$ cat config.mk
export PLATFORM = sky130hd
export DESIGN_NAME = sfcd_decoder
export DESIGN_NICKNAME = d
export VERILOG_FILES = /design/src/sfcd_decoder.v /design/src/sfcd_buf2.v
export VERILOG_INCLUDE_DIRS = /design/src
export SDC_FILE = /design/constraint.sdc
export NUM_CORES = 1
export LEC_CHECK = 0
export BUFFER_PORTS_ARGS = -buffer_cell sky130_fd_sc_hd__buf_2
export CORE_MARGIN = 5
export CORE_UTILIZATION = 50
export CTS_CLUSTER_SIZE = 14
export DETAILED_ROUTE_END_ITERATION = 10
export PLACE_DENSITY = 0.7
export SYNTH_ARGS = -nofsm -noshare
export SYNTH_HDL_FRONTEND = slang
export SYNTH_SLANG_ARGS = --single-unit
export TNS_END_PERCENT = 20
$ cat constraint.sdc
create_clock -name clock -period 4.8 [get_ports clock]
set_input_delay 0.72 -clock clock [delete_from_list [all_inputs] [get_ports clock]]
set_output_delay 0.72 -clock clock [all_outputs]
set_load 0.005 [all_outputs]
$ cat src/sfcd_defines.vh
// Constants for the serial flash command decoder
// What this block does
// - Protected program or erase sets protection flag
// - Flag register volatile, read by 70h
// - Status flags clear themselves when condition ends
// - Error flags stay until clear command 50h
// - Leftover error makes array command fail protected
// - Simple commands: no address, no dummy cycles
// - Plain read, programs, subsector and sector erases: three address bytes
// - Fast reads: address then dummy cycles from volatile config, 8/10 by default
// - Dual protocol takes 0Bh, 3Bh, BBh alike
// - Quad protocol takes 0Bh, 6Bh, EBh alike
// - Writes, programs, erases need write enable first
// - Identification reads limited by protocol
// - Dual/quad output reads limited by protocol
// - Dual program codes; 1 byte or more, no upper limit at 256
// - Quad program codes per protocol
// - B9h enters, ABh leaves deep power-down
// - Register read lanes follow active protocol
// - Chip select rise stops register output
// - Status readable anytime outside deep power-down, streams while selected
// - Flag register readable repeatedly anytime outside deep power-down
// - Nonvolatile config read low byte first
// - Flag bit 7 low while controller busy
// - Volatile config reads repeat same byte
// - Nonvolatile config: zeros after 16 bits
`ifndef SFCD_DEFINES_VH
`define SFCD_DEFINES_VH
`define SFCD_C_RSTEN 8'h66
`define SFCD_C_RSTMEM 8'h99
`define SFCD_C_ID0 8'h9e
`define SFCD_C_ID1 8'h9f
`define SFCD_C_IDMULTI 8'haf
`define SFCD_C_DISC 8'h5a
`define SFCD_C_READ 8'h03
`define SFCD_C_FAST 8'h0b
`define SFCD_C_DUALOUT 8'h3b
`define SFCD_C_DUALIO 8'hbb
`define SFCD_C_QUADOUT 8'h6b
`define SFCD_C_QUADIO 8'heb
`define SFCD_C_WREN 8'h06
`define SFCD_C_WRDIS 8'h04
`define SFCD_C_RDSTAT 8'h05
`define SFCD_C_WRSTAT 8'h01
`define SFCD_C_RDLOCK 8'he8
`define SFCD_C_RDFLAG 8'h70
`define SFCD_C_CLRFLAG 8'h50
`define SFCD_C_RDNV 8'hb5
`define SFCD_C_WRNV 8'hb1
`define SFCD_C_RDVC 8'h85
`define SFCD_C_WRVC 8'h81
`define SFCD_C_RDEV 8'h65
`define SFCD_C_WREV 8'h61
`define SFCD_C_PROG 8'h02
`define SFCD_C_DPROG 8'ha2
`define SFCD_C_DPROGX 8'hd2
`define SFCD_C_QPROG 8'h32
`define SFCD_C_QPROGX 8'h12
`define SFCD_C_SUBERASE 8'h20
`define SFCD_C_SECERASE 8'hd8
`define SFCD_C_BULKERASE 8'hc7
`define SFCD_C_RESUME 8'h7a
`define SFCD_C_SUSPEND 8'h75
`define SFCD_C_RDOTP 8'h4b
`define SFCD_C_PROGOTP 8'h42
`define SFCD_C_PDOWN 8'hb9
`define SFCD_C_PUP 8'hab
`define SFCD_P_EXT 2'h0
`define SFCD_P_DUAL 2'h1
`define SFCD_P_QUAD 2'h2
`define SFCD_K_SIMPLE 4'h0
`define SFCD_K_RDREG 4'h1
`define SFCD_K_WRREG 4'h2
`define SFCD_K_ERASE 4'h3
`define SFCD_K_PROG 4'h4
`define SFCD_K_READ 4'h5
`define SFCD_D_OK 4'h8
`define SFCD_D_WEL 4'h4
`define SFCD_D_ADDR 4'h2
`define SFCD_D_DUMMY 4'h1
`define SFCD_DUMMY_DEF 4'h8
`define SFCD_DUMMY_QUAD 4'ha
`define SFCD_ADDR_BYTES 2'h3
`define SFCD_NV_BYTES 9'h002
`define SFCD_VC_RESET 8'hfb
`define SFCD_EV_RESET 8'hdf
`define SFCD_NV_RESET 16'hffff
`define SFCD_NV_RSVD 16'h0010
`define SFCD_EV_QUAD 7
`define SFCD_EV_DUAL 6
`define SFCD_ID_B0 8'h5c
`define SFCD_ID_B1 8'h3a
`define SFCD_ID_B2 8'h17
`endif

$ cat src/sfcd_decoder.v
// Command front end of a serial flash: decode, framing, flags
`timescale 1ns/1ps
`default_nettype none
`include "sfcd_defines.vh"
module sfcd_decoder (
  // Clock and reset
  input wire clock,
  input wire nrst,
  // Serial link pins
  input wire csN,
  input wire sclk,
  input wire [3:0] serialLaneIn,
  output wire [3:0] serialLaneOut,
  output wire [3:0] serialLaneOe,
  // Array engine status
  input wire engBusy,
  input wire engEraseFail,
  input wire engProgFail,
  input wire engVppFail,
  input wire eraseSusp,
  input wire progSusp,
  input wire protSectorHit,
  input wire otpLocked,
  input wire [7:0] rdByte,
  // Engine requests
  output wire execValid,
  output wire [7:0] execCode,
  output wire [23:0] execAddr,
  output wire rdActive,
  output wire rdNext,
  output wire [7:0] progData,
  output wire progValid,
  input wire progReady,
  // Mode state
  output wire [1:0] protocol,
  output wire deepPowerDown,
  output wire writeEnabled
);
  localparam ST_IDLE = 3'h0;
  localparam ST_CMD = 3'h1;
  localparam ST_ADDR = 3'h2;
  localparam ST_DUMMY = 3'h3;
  localparam ST_DIN = 3'h4;
  localparam ST_DOUT = 3'h5;
  localparam ST_HOLD = 3'h6;

  function [3:0] lanesOf;
    input [1:0] p;
    begin
      lanesOf = (p == `SFCD_P_QUAD) ? 4'h4 : (p == `SFCD_P_DUAL) ? 4'h2 : 4'h1;
    end
  endfunction

  // Address lanes high nibble, data lanes low nibble
  function [7:0] phaseLanes;
    input [7:0] c;
    input [1:0] p;
    begin
      if (p != `SFCD_P_EXT) phaseLanes = {lanesOf(p), lanesOf(p)};
      else begin
        case (c)
          `SFCD_C_DUALOUT, `SFCD_C_DPROG: phaseLanes = 8'h12;
          `SFCD_C_DUALIO, `SFCD_C_DPROGX: phaseLanes = 8'h22;
          `SFCD_C_QUADOUT, `SFCD_C_QPROG: phaseLanes = 8'h14;
          `SFCD_C_QUADIO, `SFCD_C_QPROGX: phaseLanes = 8'h44;
          default: phaseLanes = 8'h11;
        endcase
      end
    end
  endfunction

  function [7:0] shiftIn;
    input [7:0] sh;
    input [3:0] l;
    input [3:0] n;
    begin
      case (n)
        4'h1: shiftIn = {sh[6:0], l[0]};
        4'h2: shiftIn = {sh[5:0], l[1:0]};
        default: shiftIn = {sh[3:0], l};
      endcase
    end
  endfunction

  // Extended single lane talks out on lane 1
  function [3:0] laneDrive;
    input [7:0] b;
    input [3:0] n;
    begin
      case (n)
        4'h1: laneDrive = {2'b00, b[7], 1'b0};
        4'h2: laneDrive = {2'b00, b[7:6]};
        default: laneDrive = b[7:4];
      endcase
    end
  endfunction

  function [7:0] shiftOut;
    input [7:0] b;
    input [3:0] n;
    begin
      case (n)
        4'h1: shiftOut = {b[6:0], 1'b0};
        4'h2: shiftOut = {b[5:0], 2'b00};
        default: shiftOut = {b[3:0], 4'h0};
      endcase
    end
  endfunction

  // Result: ok, needs write enable, address, dummy, kind
  function [7:0] decode;
    input [7:0] c;
    input [1:0] p;
    input dpd;
    reg ext;
    begin
      ext = (p == `SFCD_P_EXT);
      decode = 8'h00;
      if (dpd) begin
        if (c == `SFCD_C_PUP) decode = {`SFCD_D_OK, `SFCD_K_SIMPLE};
      end else begin
        case (c)
          `SFCD_C_RSTEN, `SFCD_C_RSTMEM, `SFCD_C_WREN, `SFCD_C_WRDIS, `SFCD_C_CLRFLAG,
          `SFCD_C_PDOWN, `SFCD_C_PUP: decode = {`SFCD_D_OK, `SFCD_K_SIMPLE};
          `SFCD_C_RDSTAT, `SFCD_C_RDFLAG, `SFCD_C_RDNV, `SFCD_C_RDVC, `SFCD_C_RDEV:
            decode = {`SFCD_D_OK, `SFCD_K_RDREG};
          `SFCD_C_ID0, `SFCD_C_ID1: if (ext) decode = {`SFCD_D_OK, `SFCD_K_RDREG};
          `SFCD_C_IDMULTI: if (!ext) decode = {`SFCD_D_OK, `SFCD_K_RDREG};
          `SFCD_C_WRSTAT, `SFCD_C_WRVC, `SFCD_C_WREV, `SFCD_C_WRNV:
            decode = {`SFCD_D_OK | `SFCD_D_WEL, `SFCD_K_WRREG};
          `SFCD_C_READ: if (ext) decode = {`SFCD_D_OK | `SFCD_D_ADDR, `SFCD_K_READ};
          `SFCD_C_RDLOCK: decode = {`SFCD_D_OK | `SFCD_D_ADDR, `SFCD_K_READ};
          `SFCD_C_FAST, `SFCD_C_DISC, `SFCD_C_RDOTP:
            decode = {`SFCD_D_OK | `SFCD_D_ADDR | `SFCD_D_DUMMY, `SFCD_K_READ};
          `SFCD_C_DUALOUT, `SFCD_C_DUALIO: if (p != `SFCD_P_QUAD)
            decode = {`SFCD_D_OK | `SFCD_D_ADDR | `SFCD_D_DUMMY, `SFCD_K_READ};
          `SFCD_C_QUADOUT, `SFCD_C_QUADIO: if (p != `SFCD_P_DUAL)
            decode = {`SFCD_D_OK | `SFCD_D_ADDR | `SFCD_D_DUMMY, `SFCD_K_READ};
          `SFCD_C_PROG, `SFCD_C_PROGOTP:
            decode = {`SFCD_D_OK | `SFCD_D_WEL | `SFCD_D_ADDR, `SFCD_K_PROG};
          `SFCD_C_DPROG, `SFCD_C_DPROGX: if (p != `SFCD_P_QUAD)
            decode = {`SFCD_D_OK | `SFCD_D_WEL | `SFCD_D_ADDR, `SFCD_K_PROG};
          `SFCD_C_QPROG, `SFCD_C_QPROGX: if (p != `SFCD_P_DUAL)
            decode = {`SFCD_D_OK | `SFCD_D_WEL | `SFCD_D_ADDR, `SFCD_K_PROG};
          `SFCD_C_SUBERASE, `SFCD_C_SECERASE:
            decode = {`SFCD_D_OK | `SFCD_D_WEL | `SFCD_D_ADDR, `SFCD_K_ERASE};
          `SFCD_C_BULKERASE, `SFCD_C_SUSPEND, `SFCD_C_RESUME:
            decode = {`SFCD_D_OK | `SFCD_D_WEL, `SFCD_K_SIMPLE};
          default: decode = 8'h00;
        endcase
      end
    end
  endfunction

  reg csMeta_r, csSync_r, csPrev_r;
  reg sckMeta_r, sckSync_r, sckPrev_r;
  reg [3:0] laneMeta_r, laneSync_r;
  reg [2:0] st_r;
  reg [7:0] cmd_r, cls_r, inSh_r, outSh_r, wrB0_r, wrB1_r, pendData_r;
  reg [3:0] bitCnt_r, outCnt_r, dumCnt_r, laneOut_r, laneOe_r;
  reg [1:0] addrCnt_r, protocol_r;
  reg [23:0] addr_r, execAddr_r;
  reg [8:0] byteIdx_r;
  reg addrDone_r, pendVld_r, wel_r, dpd_r, rstArm_r, execValid_r, rdActive_r, rdNext_r;
  reg [7:0] execCode_r, vc_r, ev_r, srHigh_r;
  reg [15:0] nv_r;
  reg [3:0] err_r;
  reg [3:0] inLanes;
  reg [7:0] outByte;
  reg complete;
  wire bufReady;

  wire sckRise = sckSync_r & ~sckPrev_r;
  wire sckFall = ~sckSync_r & sckPrev_r;
  wire csRise = csSync_r & ~csPrev_r;
  wire csFall = ~csSync_r & csPrev_r;
  wire [7:0] phl = phaseLanes(cmd_r, protocol_r);
  wire [3:0] dLanes = phl[3:0];
  wire [7:0] newSh = shiftIn(inSh_r, laneSync_r, inLanes);
  wire [3:0] bitSum = bitCnt_r + inLanes;
  wire byteDone = (bitSum == 4'h8);
  wire [7:0] dec = decode(newSh, protocol_r, dpd_r);
  wire [3:0] kind = cls_r[3:0];
  wire [3:0] vcDummy = vc_r[7:4];
  wire [3:0] dumCycles = (vcDummy == 4'h0 || vcDummy == 4'hf) ?
    ((protocol_r == `SFCD_P_QUAD) ? `SFCD_DUMMY_QUAD : `SFCD_DUMMY_DEF) : vcDummy;
  wire [23:0] addrNext = {addr_r[15:0], newSh};
  wire [8:0] idxInc = (byteIdx_r == 9'h1ff) ? byteIdx_r : byteIdx_r + 9'h001;
  wire arrayOp = (kind == `SFCD_K_PROG) || (kind == `SFCD_K_ERASE) ||
    (cmd_r == `SFCD_C_BULKERASE);
  wire welOk = !cls_r[6] || wel_r;
  wire doCmd = csRise && complete && welOk;
  // Leftover error, protected sector or locked OTP area all refuse the array op
  wire protFail = arrayOp && ((|err_r) || protSectorHit ||
    (cmd_r == `SFCD_C_PROGOTP && otpLocked));
  wire [7:0] flagByte = {~engBusy, eraseSusp, err_r[3], err_r[2], err_r[1], progSusp,
    err_r[0], 1'b0};
  wire [1:0] evProto = !ev_r[`SFCD_EV_QUAD] ? `SFCD_P_QUAD :
    !ev_r[`SFCD_EV_DUAL] ? `SFCD_P_DUAL : `SFCD_P_EXT;

  always @* begin
    case (st_r)
      ST_ADDR, ST_DUMMY: inLanes = phl[7:4];
      ST_DIN: inLanes = dLanes;
      default: inLanes = lanesOf(protocol_r);
    endcase
  end

  // Live status is sampled at every byte slot so polling sees changes
  always @* begin
    case (cmd_r)
      `SFCD_C_RDSTAT: outByte = {srHigh_r[7:2], wel_r, engBusy};
      `SFCD_C_RDFLAG: outByte = flagByte;
      `SFCD_C_RDVC: outByte = vc_r;
      `SFCD_C_RDEV: outByte = ev_r;
      `SFCD_C_RDNV: outByte = (byteIdx_r == 9'h000) ? nv_r[7:0] :
        (byteIdx_r == 9'h001) ? nv_r[15:8] : 8'h00;
      `SFCD_C_ID0, `SFCD_C_ID1, `SFCD_C_IDMULTI: outByte = (byteIdx_r == 9'h000) ? `SFCD_ID_B0 :
        (byteIdx_r == 9'h001) ? `SFCD_ID_B1 : (byteIdx_r == 9'h002) ? `SFCD_ID_B2 : 8'h00;
      default: outByte = rdByte;
    endcase
  end

  // Writes only count when the frame ends on a byte boundary
  always @* begin
    complete = 1'b0;
    if (cls_r[7] && bitCnt_r == 4'h0) begin
      case (kind)
        `SFCD_K_SIMPLE: complete = (st_r == ST_HOLD);
        `SFCD_K_ERASE: complete = addrDone_r;
        `SFCD_K_PROG: complete = addrDone_r && byteIdx_r != 9'h000;
        `SFCD_K_WRREG: complete = (cmd_r == `SFCD_C_WRNV) ?
          (byteIdx_r >= `SFCD_NV_BYTES) : (byteIdx_r != 9'h000);
        default: complete = 1'b0;
      endcase
    end
  end

  always @(posedge clock or negedge nrst) begin
    if (!nrst) begin
      csMeta_r <= 1'b1;
      csSync_r <= 1'b1;
      csPrev_r <= 1'b1;
      sckMeta_r <= 1'b0;
      sckSync_r <= 1'b0;
      sckPrev_r <= 1'b0;
      laneMeta_r <= 4'h0;
      laneSync_r <= 4'h0;
    end else begin
      csMeta_r <= csN;
      csSync_r <= csMeta_r;
      csPrev_r <= csSync_r;
      sckMeta_r <= sclk;
      sckSync_r <= sckMeta_r;
      sckPrev_r <= sckSync_r;
      laneMeta_r <= serialLaneIn;
      laneSync_r <= laneMeta_r;
    end
  end

  // Error bits: engine or refusal sets, clear command clears, set wins
  always @(posedge clock or negedge nrst) begin
    if (!nrst) err_r <= 4'h0;
    else if (doCmd && cmd_r == `SFCD_C_CLRFLAG)
      err_r <= {engEraseFail, engProgFail, engVppFail, 1'b0};
    else
      err_r <= err_r | {engEraseFail, engProgFail, engVppFail, doCmd && protFail};
  end

  always @(posedge clock or negedge nrst) begin
    if (!nrst) begin
      st_r <= ST_IDLE;
      cmd_r <= 8'h00;
      cls_r <= 8'h00;
      inSh_r <= 8'h00;
      outSh_r <= 8'h00;
      wrB0_r <= 8'h00;
      wrB1_r <= 8'h00;
      pendData_r <= 8'h00;
      pendVld_r <= 1'b0;
      bitCnt_r <= 4'h0;
      outCnt_r <= 4'h0;
      dumCnt_r <= 4'h0;
      laneOut_r <= 4'h0;
      laneOe_r <= 4'h0;
      addrCnt_r <= 2'h0;
      addr_r <= 24'h000000;
      execAddr_r <= 24'h000000;
      byteIdx_r <= 9'h000;
      addrDone_r <= 1'b0;
      wel_r <= 1'b0;
      dpd_r <= 1'b0;
      rstArm_r <= 1'b0;
      execValid_r <= 1'b0;
      execCode_r <= 8'h00;
      rdActive_r <= 1'b0;
      rdNext_r <= 1'b0;
      vc_r <= `SFCD_VC_RESET;
      ev_r <= `SFCD_EV_RESET;
      nv_r <= `SFCD_NV_RESET;
      srHigh_r <= 8'h00;
      protocol_r <= `SFCD_P_EXT;
    end else begin
      execValid_r <= 1'b0;
      rdNext_r <= 1'b0;
      protocol_r <= evProto;
      if (pendVld_r && bufReady) pendVld_r <= 1'b0;
      if (csRise) begin
        st_r <= ST_IDLE;
        laneOe_r <= 4'h0;
        laneOut_r <= 4'h0;
        rdActive_r <= 1'b0;
        if (doCmd) begin
          rstArm_r <= (cmd_r == `SFCD_C_RSTEN);
          if (cls_r[6]) wel_r <= 1'b0;
          if (!protFail) begin
            execCode_r <= cmd_r;
            execValid_r <= cls_r[6];
            case (cmd_r)
              `SFCD_C_WREN: wel_r <= 1'b1;
              `SFCD_C_WRDIS: wel_r <= 1'b0;
              `SFCD_C_PDOWN: dpd_r <= 1'b1;
              `SFCD_C_PUP: dpd_r <= 1'b0;
              `SFCD_C_RSTMEM: if (rstArm_r) begin
                vc_r <= `SFCD_VC_RESET;
                ev_r <= `SFCD_EV_RESET;
                wel_r <= 1'b0;
              end
              `SFCD_C_WRSTAT: srHigh_r <= {wrB0_r[7:2], 2'b00};
              `SFCD_C_WRVC: vc_r <= wrB0_r;
              `SFCD_C_WREV: ev_r <= wrB0_r;
              `SFCD_C_WRNV: nv_r <= {wrB1_r, wrB0_r} | `SFCD_NV_RSVD;
              default: ;
            endcase
          end
        end
      end else if (csFall) begin
        st_r <= ST_CMD;
        cls_r <= 8'h00;
        bitCnt_r <= 4'h0;
        outCnt_r <= 4'h0;
        byteIdx_r <= 9'h000;
        addrCnt_r <= 2'h0;
        addrDone_r <= 1'b0;
      end else if (!csSync_r) begin
        if (sckRise) begin
          case (st_r)
            ST_CMD: begin
              inSh_r <= newSh;
              bitCnt_r <= byteDone ? 4'h0 : bitSum;
              if (byteDone) begin
                cmd_r <= newSh;
                cls_r <= dec;
                if (!dec[7]) st_r <= ST_HOLD;
                else if (dec[5]) st_r <= ST_ADDR;
                else if (dec[3:0] == `SFCD_K_RDREG) st_r <= ST_DOUT;
                else if (dec[3:0] == `SFCD_K_WRREG) st_r <= ST_DIN;
                else st_r <= ST_HOLD;
              end
            end
            ST_ADDR: begin
              inSh_r <= newSh;
              bitCnt_r <= byteDone ? 4'h0 : bitSum;
              if (byteDone) begin
                addr_r <= addrNext;
                addrCnt_r <= addrCnt_r + 2'h1;
                if (addrCnt_r == `SFCD_ADDR_BYTES - 2'h1) begin
                  addrDone_r <= 1'b1;
                  execAddr_r <= addrNext;
                  dumCnt_r <= dumCycles;
                  if (cls_r[4]) st_r <= ST_DUMMY;
                  else if (kind == `SFCD_K_READ) begin
                    st_r <= ST_DOUT;
                    rdActive_r <= 1'b1;
                  end else if (kind == `SFCD_K_PROG) st_r <= ST_DIN;
                  else st_r <= ST_HOLD;
                end
              end
            end
            ST_DUMMY: begin
              if (dumCnt_r == 4'h1) begin
                st_r <= ST_DOUT;
                rdActive_r <= 1'b1;
              end else dumCnt_r <= dumCnt_r - 4'h1;
            end
            ST_DIN: begin
              inSh_r <= newSh;
              bitCnt_r <= byteDone ? 4'h0 : bitSum;
              if (byteDone) begin
                byteIdx_r <= idxInc;
                if (kind == `SFCD_K_PROG) begin
                  pendData_r <= newSh;
                  pendVld_r <= 1'b1;
                end
                if (byteIdx_r == 9'h000) wrB0_r <= newSh;
                if (byteIdx_r == 9'h001) wrB1_r <= newSh;
              end
            end
            default: ;
          endcase
        end
        // Data change on the falling edge, half a period before sampling
        if (sckFall && st_r == ST_DOUT) begin
          laneOe_r <= laneDrive(8'hff, dLanes) | ((dLanes == 4'h1) ? 4'h0 : 4'h0);
          if (outCnt_r == 4'h0) begin
            laneOut_r <= laneDrive(outByte, dLanes);
            outSh_r <= shiftOut(outByte, dLanes);
            outCnt_r <= 4'h8 - dLanes;
            byteIdx_r <= idxInc;
            rdNext_r <= (kind == `SFCD_K_READ);
          end else begin
            laneOut_r <= laneDrive(outSh_r, dLanes);
            outSh_r <= shiftOut(outSh_r, dLanes);
            outCnt_r <= outCnt_r - dLanes;
          end
        end
      end
    end
  end

  // Held byte waits here while the buffer is full
  sfcd_buf2 progBuf (
    .clock(clock),
    .nrst(nrst),
    .inData(pendData_r),
    .inValid(pendVld_r),
    .inReady(bufReady),
    .outData(progData),
    .outValid(progValid),
    .outReady(progReady)
  );

  assign serialLaneOut = laneOut_r;
  assign serialLaneOe = laneOe_r;
  assign execValid = execValid_r;
  assign execCode = execCode_r;
  assign execAddr = execAddr_r;
  assign rdActive = rdActive_r;
  assign rdNext = rdNext_r;
  assign protocol = protocol_r;
  assign deepPowerDown = dpd_r;
  assign writeEnabled = wel_r;
endmodule
`default_nettype wire

$ cat src/sfcd_buf2.v
// Two-entry byte buffer for program data
`timescale 1ns/1ps
`default_nettype none
module sfcd_buf2 (
  // Clock and reset
  input wire clock,
  input wire nrst,
  // Filling side
  input wire [7:0] inData,
  input wire inValid,
  output wire inReady,
  // Draining side
  output reg [7:0] outData,
  output reg outValid,
  input wire outReady
);
  reg [7:0] tail_r;
  reg tailVld_r;
  wire push = inValid && !tailVld_r;
  wire pop = outValid && outReady;

  assign inReady = !tailVld_r;

  // Head register feeds the port, so the drained data leave a flop
  always @(posedge clock or negedge nrst) begin
    if (!nrst) begin
      outData <= 8'h00;
      outValid <= 1'b0;
      tail_r <= 8'h00;
      tailVld_r <= 1'b0;
    end else if (pop || !outValid) begin
      if (tailVld_r) begin
        outData <= tail_r;
        outValid <= 1'b1;
        tailVld_r <= 1'b0;
      end else if (push) begin
        outData <= inData;
        outValid <= 1'b1;
      end else begin
        outValid <= 1'b0;
      end
    end else if (push) begin
      tail_r <= inData;
      tailVld_r <= 1'b1;
    end
  end
endmodule
`default_nettype wire

==> results of run 1 <==
-- registers in the layout, summed over array words and instances, names as in the netlist, 9 cells and up --
signal	count
addr_r	16
nv_r	15
execAddr	24
byteIdx_r	9
-- cell families (layout without fill, tap and decap cells) --
family | count (synthesis) | count (layout) | synth area share
muxes | 73 | 73 | 0.07239
xor gates and xnor gates | 4 | 4 | 0.003143
adders and majority gates | 23 | 23 | 0.02716
and+or+nand+nor | 418 | 418 | 0.1824
AOI/OAI and AO/OA | 315 | 315 | 0.1881
buffers and inverters | 98 | 195 | 0.03838
DFF | 216 | 216 | 0.4884
-- per-stage QoR --
step                      area [um^2]  total power (W)
after global placement          11880         0.003012
after global routing            12750         0.005205
after detailed placement        11880         0.003026
after CTS                       12730         0.004976
after floorplan                 11150         0.002741
final                           12750         0.004940
-- where the power goes --
part	total, W	internal [W]	switching, W	leakage (nW)
Clock	0.00193	0.00117	0.000759	0.413
Sequential	0.00208	0.00193	0.000141	2.74
Combinational	0.000937	0.000341	0.000595	2.50
-- cells in the final DEF, fill, tap and decap left out, drive strengths merged, types with 7 or more instances in the layout --
cell / Yosys / final
ha: 21 / 21
a21o: 10 / 10
nor2b: 12 / 12
nand3: 31 / 31
and3: 11 / 11
nand4: 15 / 15
mux2i: 12 / 12
nand2: 143 / 143
a211oi: 9 / 9
a221oi: 11 / 11
dfrtp: 184 / 184
inv: 34 / 35
a22oi: 14 / 14
a21oi: 60 / 60
o31ai: 13 / 13
clkinv: 0 / 8
a31oi: 19 / 19
o211ai: 7 / 7
mux2: 61 / 61
a22o: 14 / 14
and2: 10 / 10
nor4: 8 / 8
nor3: 36 / 36
o21ai: 113 / 113
nand2b: 9 / 9
dfstp: 32 / 32
clkbuf: 45 / 32
nor2: 101 / 101
buf: 19 / 115
-- what timing repair did --
| item | CTS | global route |
|---|---|---|
| endpoints found under the setup margin | 0 | 11 |
| resized for setup | 0 | 4 |
| hold endpoints to repair | 0 | 0 |
-- worst max-delay path by stage --
stage                  start        to  slack [ns]  cells after the start
detailed placement  cmd_r[3]  cls_r[7]        0.28                     16
global placement    cmd_r[4]  cls_r[7]        0.48                     16
CTS                 cmd_r[3]  cls_r[7]        0.26                     16
floorplan           cmd_r[0]  cls_r[7]        0.85                     16
finish              cmd_r[3]  cls_r[7]        0.41                     15
global route        cmd_r[3]  cls_r[7]        0.03                     15
-- worst reg2reg max path, delay by kind of cell (launching register included) --
family | cells | cell delay, ns
AO/OA/AOI/OAI | 9 | 1.91
AND/OR/NAND/NOR | 4 | 1.35
flip-flops | 1 | 0.55
adder cells (fa/ha/maj) | 1 | 0.30
XOR/XNOR | 1 | 0.16
-- cell type report --
cell class                 count  share of cell area
tap                          280             0.02749
clock buffer                  32             0.05350
inverter                      34             0.01021
timing repair buffer         115             0.05281
clock inverter                14             0.01266
multi-input combinational    833              0.4161
sequential                   216              0.4272
-- metal layers --
| layer | wire length, um | global-route usage | part of all wire | vias up |
|---|---|---|---|---|
| met3 | 1644 | 0.03598 | 0.057 | 63 |
| met5 | 0 | 0 | 0 | - |
| met1 | 12830 | 0.3129 | 0.45 | 4384 |
| li1 | - | - | - | 4316 |
| met4 | 768 | 0.06902 | 0.027 | 0 |
| met2 | 13520 | 0.3513 | 0.47 | 298 |
==> PnR_summary.wiki, run 1 <==
{| class="wikitable"
! Metric !! Value
|-
| Main area contributors after synthesis || sky130_fd_sc_hd__dfrtp_1 41%, sky130_fd_sc_hd__dfstp_2 7.5%, sky130_fd_sc_hd__mux2_2 6.2%
|-
| Longest Clk Path Bufs || 3
|-
| Post-Syn Area per Cell || roughly 9.7 um^2
|-
| Pin count of the biggest net entering global routing || 121
|-
| Total area of sequential cells || 5445 um^2
|-
| Proportion of netlist area held by the largest area contributor || 0.4130
|-
| Number of warnings reported in the yosys synthesis log || 0
|-
| Min Hold Slack || 0.2685 ns
|-
| Worst R2R Path Depth || 15
|-
| Setup slack, reg-to-reg || 0.41 ns
|-
| Cell breakdown of the critical path || or4b_4 > a2111oi_4 > o22ai_1 > a21oi_4 > ha_1 > a21o_1 > a21oi_1 > xnor2_1 > and4b_2 > nor3b_1 > o21bai_2 > a21oi_1 > nand3_1 > a211oi_1 > a31oi_1
|-
| Post-synth EDFFs || 0
|-
| Slew @ Worst Pin || roughly 1.2 ns
|-
| Peak per-stage delay on the critical path || 0.56 ns
|-
| Hold Buf Count CTS || 0
|-
| Most frequently used cell type in the post-synthesis netlist || sky130_fd_sc_hd__dfrtp_1
|-
| Area growth from synthesis to layout || 14.33%
|-
| Count of standard-cell rows || 54
|-
| Critical path arrival || 4.78 ns
|-
| Post-CTS setup buffer count || 0
|-
| Total of fill cells in the finished design || 1920
|-
| Flops & latches, synth || 216
|-
| Period utilization || 0.9137
|-
| Cell total after placement || 1478
|-
| Most Frequent Cell on Critical Path || sky130_fd_sc_hd__a21oi_1
|-
| Number of nets at the end of the flow || 1273
|-
| Tightest slew margin relative to the limit || 0.1730
|-
| Post-detailed-route DRC marker count || 0
|-
| Number of global-route vias before repair || 8845
|-
| Vias per cell || 5.946
|-
| Non-filler cells in the finished layout || between 1500 and 2000
|-
| Worst-Skew Late Latency || 0.52 ns
|-
| Share of async-settable or async-resettable flops after synthesis || 1.000
|-
| Share of the yosys chip area belonging to registers || 0.4884
|-
| Top post-synthesis cells by count || 184 x sky130_fd_sc_hd__dfrtp_1, 143 x sky130_fd_sc_hd__nand2_1, 105 x sky130_fd_sc_hd__o21ai_0
|-
| Count of H-tree levels built during CTS || 1
|-
| Die area || around 25000 um^2
|-
| Final setup viols || 0
|-
| Buffers added on ports || 80
|-
| Syn_nets || 1195
|-
| Combined area of all synthesized cells || 11150 um^2
|-
| Post-synthesis instance total || approximately 1100
|-
| Fin Clk Skew || 0.01246 ns
|-
| DR pass1 iterations || 6
|-
| Worst path required time || between 5 and 6 ns
|-
| Layout cells sized above 1 || 0.2283
|-
| Endpoint of the worst register-to-register path || cls_r[7]
|-
| Number of DRC markers after the initial detailed-route iteration || 893
|-
| Critical path's slowest cell || sky130_fd_sc_hd__or4b_4
|-
| Routability cong. || a little under 0.9
|-
| Final core occ || 0.5822
|-
| Primary FF master, synth || sky130_fd_sc_hd__dfrtp_1
|-
| Setup slack after placement || 0.2796 ns
|-
| Global-route wire length before repair || 47000 um
|-
| Class of the most critical setup path || flip-flop to flip-flop
|-
| Final WL || 28770 um
|-
| Total of max-cap violations || 0
|-
| Number of antenna cells inserted || 0
|-
| Maximum clock frequency || 228.0 MHz
|-
| Routed wire per std cell || 18.88 um
|-
| Initial cell density of the core || 0.5093
|-
| Total Neg Setup Slack || 0 ns
|-
| Sink count of the clock tree || roughly 220
|-
| Final Slew Violations || 0
|-
| Pwr/cell area || 387.6 nW/um^2
|-
| Number of hold violations in the final report || 0
|-
| Unrepaired setup endpoints after global routing || no
|-
| Path type of the worst min-delay path || primary input to asynchronous set/reset pin
|-
| IR drop worst, VDD || 0.3215 mV
|-
| GR Overflow Total || 0
|-
| Clock period minus worst slack || 4.386 ns
|-
| Antenna violations before repair || 0
|-
| Status || finished clean
|-
| Cell class contributing the biggest share of worst-path delay || compound AO/OA/AOI/OAI gates
|-
| Clock tree from TritonCTS || done
|-
| Worst R2R Start || cmd_r[3]
|-
| Crit path max fanout || 14
|-
| Area leader, netlist || sky130_fd_sc_hd__dfrtp_1
|-
| Type of element capturing the critical path || flip-flop
|-
| Leakage component of the power || 5.652 nW
|-
| Multi-input gate area in the final layout || 5304 um^2
|-
| Core region area || 21890 um^2
|-
| Gr usage total || 0.2210
|-
| CTS buffer count || 25
|-
| Kind of start point of the critical path || flip-flop
|-
| Die Y-Extent || 159.3 um
|-
| Placed wire-length estimate after detailed placement || 20220 um
|-
| Count of buffering cells on the critical path with inverters included || 0
|-
| Number of top-level pins || 81
|-
| Count of unique library cells instantiated by Yosys || 83
|-
| Final WS setup || 0.4140 ns
|-
| Clock input transition at the sequential cells of the worst setup and hold paths || roughly 0.06 ns
|-
| CTS Root Cell || sky130_fd_sc_hd__clkbuf_16
|-
| Via total after detailed routing || a little over 9000
|-
| Remaining antenna violation count after routing || 0
|-
| Die X-Extent || 159.3 um
|}
(Power assumes the default switching activity.)
==> run 2: changes to the inputs <==
Settings changed: CORE_UTILIZATION 50 to 55, CTS_CLUSTER_DIAMETER set to 60, PLACE_DENSITY 0.7 to 0.76, SYNTH_HIERARCHICAL set to 1.
==> PnR_summary.wiki, run 2 <==
{| class="wikitable"
! Metric !! Value
|-
| Die X-Extent || roughly 150 um
|-
| Most common library cell in the layout ignoring fill and taps || sky130_fd_sc_hd__dfrtp_1
|-
| Routed wire per std cell || 18.90 um
|-
| Post-synthesis share of cell area spent on full adders, half adders and majority gates || 0.02718
|-
| Longest Clk Path Bufs || 3
|-
| Via total after detailed routing || ~8900
|-
| CTS Root Cell || sky130_fd_sc_hd__clkbuf_16
|-
| Min Hold Slack || a little over 0.3 ns
|-
| Path type of the worst min-delay path || primary input to flip-flop
|-
| Cell class contributing the biggest share of worst-path delay || compound AO/OA/AOI/OAI gates
|-
| Slew @ Worst Pin || around 1.1 ns
|-
| Gates resized, CTS repair || 0
|-
| Kind of start point of the critical path || flip-flop
|-
| Power share of the sequential group || 0.426
|-
| IR drop worst, VDD || 0.2626 mV
|-
| Share of synthesized area spent on multiplexers || 0.1050
|-
| Post-synth EDFFs || 0
|-
| Vias per cell || 6.090
|-
| Count of unique library cells instantiated by Yosys || 89
|-
| Maximum clock frequency || 223.5 MHz
|-
| Worst path required time || about 5.2 ns
|-
| Final non-filler cell area || 12560 um^2
|-
| Pwr/cell area || 386.8 nW/um^2
|-
| Critical path's slowest cell || sky130_fd_sc_hd__a21oi_1
|-
| Clock tree from TritonCTS || done
|-
| Area growth from synthesis to layout || 12.81%
|-
| Class of the most critical setup path || flip-flop to flip-flop
|-
| Cell breakdown of the critical path || nor3b_2 > o21ai_1 > a32oi_1 > nand2_2 > nor3_2 > o21ai_4 > a21oi_1 > nor2_1 > o311a_1 > a211o_1 > nor2_2 > a21boi_1 > o31ai_1
|-
| Initial cell density of the core || 0.5540
|-
| Cell Int Power || 0.003332 W
|-
| Worst R2R Start || st_r[2]
|-
| Status || finished clean
|-
| Net Switching || about 0.0015 W
|-
| Final Slew Violations || 0
|-
| Proportion of netlist area held by the largest area contributor || 0.4134
|-
| Number of DRC markers after the initial detailed-route iteration || 936
|-
| Number of global-route vias before repair || 8579
|-
| Sink count of the clock tree || 216
|-
| Number of nets at the end of the flow || 1226
|-
| Count of H-tree levels built during CTS || 1
|-
| Critical path origin || st_r[2]
|-
| Combined area of all synthesized cells || about 11000 um^2
|-
| Pin count of the biggest net entering global routing || 139
|-
| Post-Syn Area per Cell || between 10 and 15 um^2
|-
| Total of max-cap violations || 0
|-
| Type of element capturing the critical path || flip-flop
|-
| Post-CTS setup buffer count || 0
|-
| Gr usage total || 0.2334
|-
| Post-detailed-route DRC marker count || 0
|-
| Post-synthesis instance total || 1109
|-
| Largest family of logic cells by synthesized area || simple AND/OR/NAND/NOR gates
|-
| Count of standard-cell rows || 52
|-
| Crit path max fanout || 12
|-
| Unrepaired setup endpoints after global routing || no
|-
| Tightest slew margin relative to the limit || 0.2771
|-
| Number of top-level pins || slightly above 80
|-
| Primary FF master, synth || sky130_fd_sc_hd__dfrtp_1
|-
| Top post-synthesis cells by count || 184 x sky130_fd_sc_hd__dfrtp_1, 115 x sky130_fd_sc_hd__nor2_1, 110 x sky130_fd_sc_hd__nand2_1
|-
| Basic-gate share of the synthesized area counting and, or, nand and nor cells || 0.1714
|-
| Clock input transition at the sequential cells of the worst setup and hold paths || approximately 0.07 ns
|-
| Global-route wire length before repair || between 40000 and 50000 um
|-
| Fraction of synthesized cell area in xor and xnor cells || 0.003932
|-
| Layout cells sized above 1 || 0.2387
|-
| GR Overflow Total || 0
|-
| Die area || 23200 um^2
|-
| CTS buffer count || 22
|-
| Die Y-Extent || 152.3 um
|-
| Number of flip-flops under the largest register name || 24
|-
| Count of buffering cells on the critical path with inverters included || 0
|-
| Main area contributors after synthesis || sky130_fd_sc_hd__dfrtp_1 41%, sky130_fd_sc_hd__mux2_2 9.0%, sky130_fd_sc_hd__dfstp_2 7.5%
|-
| Clock network power share || 0.367
|-
| Area leader, netlist || sky130_fd_sc_hd__dfrtp_1
|-
| Antenna violations before repair || 0
|-
| Clock period minus worst slack || between 4 and 5 ns
|-
| Number of antenna cells inserted || 0
|-
| Post-placement cell area || 11820 um^2
|-
| Remaining antenna violation count after routing || 0
|-
| Switching part of the total || 0.3142
|-
| Flops & latches, synth || 216
|-
| Worst-Skew Late Latency || 0.52 ns
|-
| DR pass1 iterations || 8
|-
| Fin Clk Skew || 0.02136 ns
|-
| Fraction of the mapped netlist area in compound gates || 0.1681
|-
| Number of hold violations in the final report || 0
|-
| Most frequent cells in the layout || 184 x sky130_fd_sc_hd__dfrtp_1, 115 x sky130_fd_sc_hd__nor2_1, 110 x sky130_fd_sc_hd__nand2_1, 89 x sky130_fd_sc_hd__mux2_2, 79 x sky130_fd_sc_hd__buf_2
|-
| Share of the yosys chip area belonging to registers || 0.4889
|-
| Core region area || between 20000 and 25000 um^2
|-
| Period utilization || 0.9320
|-
| Final setup viols || 0
|-
| Placed wire-length estimate after detailed placement || 19330 um
|-
| Most frequently used cell type in the post-synthesis netlist || sky130_fd_sc_hd__dfrtp_1
|-
| Hold Buf Count CTS || 0
|-
| Total of fill cells in the finished design || 1639
|-
| Total Neg Setup Slack || 0 ns
|-
| Peak per-stage delay on the critical path || 0.91 ns
|-
| Leakage component of the power || 5.805 nW
|-
| Final WS setup || between 0.3 and 0.4 ns
|-
| Buffers added on ports || 80
|-
| Critical path arrival || slightly below 5 ns
|-
| Number of warnings reported in the yosys synthesis log || 6
|-
| Setup slack after placement || 0.4578 ns
|-
| Syn_nets || approximately 1200
|-
| Routability cong. || ~0.97
|-
| Share of total power in combinational logic || 0.206
|-
| Share of async-settable or async-resettable flops after synthesis || 1.000
|-
| Final WL || approximately 28000 um
|-
| Start point of the worst hold path || serialLaneIn[2]
|}
[run 2: changes by cell type in the layout (fill, tap and decap cells not counted), sizes merged, moves of 7 or more]
cell / previous run / this run
o31ai: 13 / 6
nor2: 101 / 119
a31oi: 19 / 10
mux2: 61 / 100
mux2i: 12 / 4
o21ai: 113 / 87
nand2: 143 / 111
buf: 115 / 104
[run 2: cells by family (layout without fill, tap and decap cells)]
family / after synthesis / after routing
multiplexers: 104 / 104
buffers and inverters: 90 / 175
XOR/XNOR: 5 / 5
AO/OA/AOI/OAI: 280 / 280
adder cells (fa/ha/maj): 23 / 23
AND/OR/NAND/NOR: 391 / 391
flip-flops: 216 / 216
[run 2: final cells by class]
cell class	instances	area [um^2]	area share
clock buffer	31	594.3	0.04730
clock inverter	9	152.6	0.01215
inverter	31	116.4	0.009261
multi-input combinational	803	5315	0.4230
sequential	216	5445	0.4334
tap	270	337.8	0.02689
timing repair buffer	104	603.1	0.04800
[run 2: worst paths after layout]
| check | end | slack, ns | cells after the start |
|---|---|---|---|
| max in group asynchronous | execCode[3] | 3.46 | 2 |
| min in group asynchronous | byteIdx_r[8] | 0.32 | 1 |
| worst max-delay path | st_r[2] | 0.33 | 13 |
| worst min register to register | laneSync_r[0] | 0.34 | 0 |
| worst max register to register | st_r[2] | 0.33 | 13 |
| worst min-delay path | laneMeta_r[2] | 0.30 | 1 |
[run 2: power groups by stage]
stage | clock [W] | combinational [W] | sequential, W
final | 0.00178 | 0.00100 | 0.00207
after global routing | 0.00189 | 0.00110 | 0.00209
after CTS | 0.00182 | 0.000988 | 0.00207
after detailed placement | 0 | 0.000981 | 0.00210
after global placement | 0 | 0.000964 | 0.00210
after floorplan | 0 | 0.000715 | 0.00205
[run 2: routing by layer]
metal,global-route usage,vias up,share of wire
met5,0,-,0
met4,0.06122,0,0.027
met3,0.03749,55,0.070
met2,0.3635,351,0.45
met1,0.3432,4328,0.45
li1,-,4182,-
[run 2: metrics by stage]
step / total power (W) / instances / util
global route: 0.005079 / 1464 / 0.6250
CTS: 0.004877 / 1464 / 0.6250
floorplan: 0.002770 / 1109 / -
global placement: 0.003059 / 1424 / 0.5878
detailed placement: 0.003083 / 1424 / 0.5878
finish: 0.004860 / 1464 / 0.6250
==> run 3: changes to the inputs <==
Settings changed: CORE_UTILIZATION 55 to 61, CTS_CLUSTER_SIZE 14 to unset, PLACE_DENSITY 0.76 to 0.83.
==> PnR_summary.wiki, run 3 (synthesis gave the netlist of run 2 again) <==
{| class="wikitable"
! Metric !! Value
|-
| Count of H-tree levels built during CTS || 1
|-
| Critical path arrival || 4.88 ns
|-
| Post-detailed-route DRC marker count || 0
|-
| Layout cells sized above 1 || 0.2431
|-
| Vias per cell || 6.398
|-
| Die area || 21060 um^2
|-
| Net Switching || between 0.0015 and 0.002 W
|-
| Gates resized, CTS repair || 0
|-
| Clock input transition at the sequential cells of the worst setup and hold paths || roughly 0.06 ns
|-
| Remaining antenna violation count after routing || 0
|-
| Longest Clk Path Bufs || 3
|-
| Clock network power share || 0.385
|-
| Min Hold Slack || 0.3002 ns
|-
| Cell class contributing the biggest share of worst-path delay || compound AO/OA/AOI/OAI gates
|-
| Setup slack after placement || 0.4252 ns
|-
| CTS buffer count || 23
|-
| Die Y-Extent || 145.1 um
|-
| Post-CTS setup buffer count || 0
|-
| Slew @ Worst Pin || 0.9367 ns
|-
| Period utilization || 0.9330
|-
| Share of total power in combinational logic || 0.201
|-
| Routed wire per std cell || 19.61 um
|-
| Pwr/cell area || 396.1 nW/um^2
|-
| Post-placement cell area || 11770 um^2
|-
| Most common library cell in the layout ignoring fill and taps || sky130_fd_sc_hd__dfrtp_1
|-
| Count of buffering cells on the critical path with inverters included || 0
|-
| Worst path required time || 5.20 ns
|-
| Cell breakdown of the critical path || or4b_1 > a2111oi_2 > nor2_1 > a221oi_2 > nor2_1 > ha_1 > a21o_1 > a21oi_1 > xnor2_1 > and4_1 > a32oi_1 > a41oi_1 > nand2b_1 > nor2_1 > o21ai_0 > a22o_1
|-
| Final Slew Violations || 0
|-
| Crit path max fanout || 15
|-
| Class of the most critical setup path || flip-flop to flip-flop
|-
| Worst-Skew Late Latency || 0.52 ns
|-
| Via total after detailed routing || 9124
|-
| CTS Root Cell || sky130_fd_sc_hd__clkbuf_16
|-
| Buffers added on ports || 80
|-
| Clock tree from TritonCTS || done
|-
| Most Frequent Cell on Critical Path || sky130_fd_sc_hd__nor2_1
|-
| Total Neg Setup Slack || 0 ns
|-
| IR drop worst, VDD || approximately 0.47 mV
|-
| Routability cong. || 0.9569
|-
| Placed wire-length estimate after detailed placement || between 15000 and 20000 um
|-
| Core region area || roughly 18000 um^2
|-
| Final core occ || 0.7014
|-
| Number of flip-flops under the largest register name || 24
|-
| Count of standard-cell rows || 49
|-
| Number of top-level pins || approximately 80
|-
| Number of DRC markers after the initial detailed-route iteration || 1147
|-
| Sink count of the clock tree || 216
|-
| Path type of the worst min-delay path || primary input to asynchronous set/reset pin
|-
| Unrepaired setup endpoints after global routing || no
|-
| Switching part of the total || 0.3011
|-
| Die X-Extent || 145.1 um
|-
| Type of element capturing the critical path || flip-flop
|-
| Final WS setup || 0.3217 ns
|-
| Hold Buf Count CTS || 0
|-
| Area growth from synthesis to layout || 13.12%
|-
| Antenna violations before repair || 0
|-
| Maximum clock frequency || approximately 220 MHz
|-
| Global-route wire length before repair || 46010 um
|-
| Final non-filler cell area || 12600 um^2
|-
| Initial cell density of the core || 0.6200
|-
| Power share of the sequential group || 0.415
|-
| Cell Int Power || 0.003488 W
|-
| Pin count of the biggest net entering global routing || roughly 130
|-
| Most frequent cells in the layout || 184 x sky130_fd_sc_hd__dfrtp_1, 115 x sky130_fd_sc_hd__nor2_1, 110 x sky130_fd_sc_hd__nand2_1, 89 x sky130_fd_sc_hd__mux2_2, 79 x sky130_fd_sc_hd__buf_2
|-
| Number of global-route vias before repair || ~8900
|-
| Final WL || 27970 um
|-
| Tightest slew margin relative to the limit || 0.3755
|-
| DR pass1 iterations || 6
|-
| Fin Clk Skew || 0.01562 ns
|-
| Gr usage total || 0.2581
|-
| Clock period minus worst slack || 4.478 ns
|-
| Total of max-cap violations || 0
|-
| GR Overflow Total || 0
|-
| Kind of start point of the critical path || flip-flop
|-
| Critical path's slowest cell || sky130_fd_sc_hd__or4b_1
|-
| Leakage component of the power || 5.859 nW
|-
| Number of antenna cells inserted || 0
|-
| Peak per-stage delay on the critical path || 0.58 ns
|-
| Number of hold violations in the final report || 0
|-
| Number of nets at the end of the flow || between 1000 and 1500
|-
| Final setup viols || 0
|-
| Status || finished clean
|}
-- run 3: cell type report --
cell class,count,area (um^2)
Multi-Input combinational cell,803,5319
Fill cell,1323,5364
Sequential cell,216,5445
Tap cell,229,286.5
Timing Repair Buffer,105,610.6
Inverter,31,116.4
Clock buffer,32,639.4
Clock inverter,10,182.7
-- run 3: power by group through the flow --
stage	clock network (W)	registers, W	logic (W)
2_1_floorplan	0	0.00205	0.000715
3_3_place_gp	0	0.00209	0.000960
3_5_place_dp	0	0.00210	0.000970
4_1_cts	0.00194	0.00207	0.000981
5_1_grt	0.00203	0.00209	0.00110
6_report	0.00192	0.00207	0.00100
-- run 3: worst paths after layout --
check / from / endpoint / slack [ns] / cells past startpoint
worst max-delay path: cmd_r[3] / byteIdx_r[5] / 0.32 / 16
worst min-delay path: nrst / progBuf/outValid / 0.30 / 1
worst max register to register: cmd_r[3] / byteIdx_r[5] / 0.32 / 16
worst min register to register: laneMeta_r[0] / laneSync_r[0] / 0.35 / 0
max in group asynchronous: nrst / nv_r[8] / 3.46 / 2
min in group clock: csN / csMeta_r / 0.31 / 1
-- run 3: routing by layer --
layer  GRT usage  vias to the layer above  routed length, um
met5           0                        -                  0
met4     0.08396                        0                995
met3     0.04896                       92               2317
met2      0.3941                      462              12590
met1      0.3758                     4379              12070
li1            -                     4191                  -
-- run 3: metrics by stage --
step | instances | total power (W)
2_1_floorplan | 1109 | 0.002770
3_3_place_gp | 1384 | 0.003053
3_5_place_dp | 1384 | 0.003068
4_1_cts | 1426 | 0.004990
5_1_grt | 1426 | 0.005218
6_report | 1426 | 0.004990
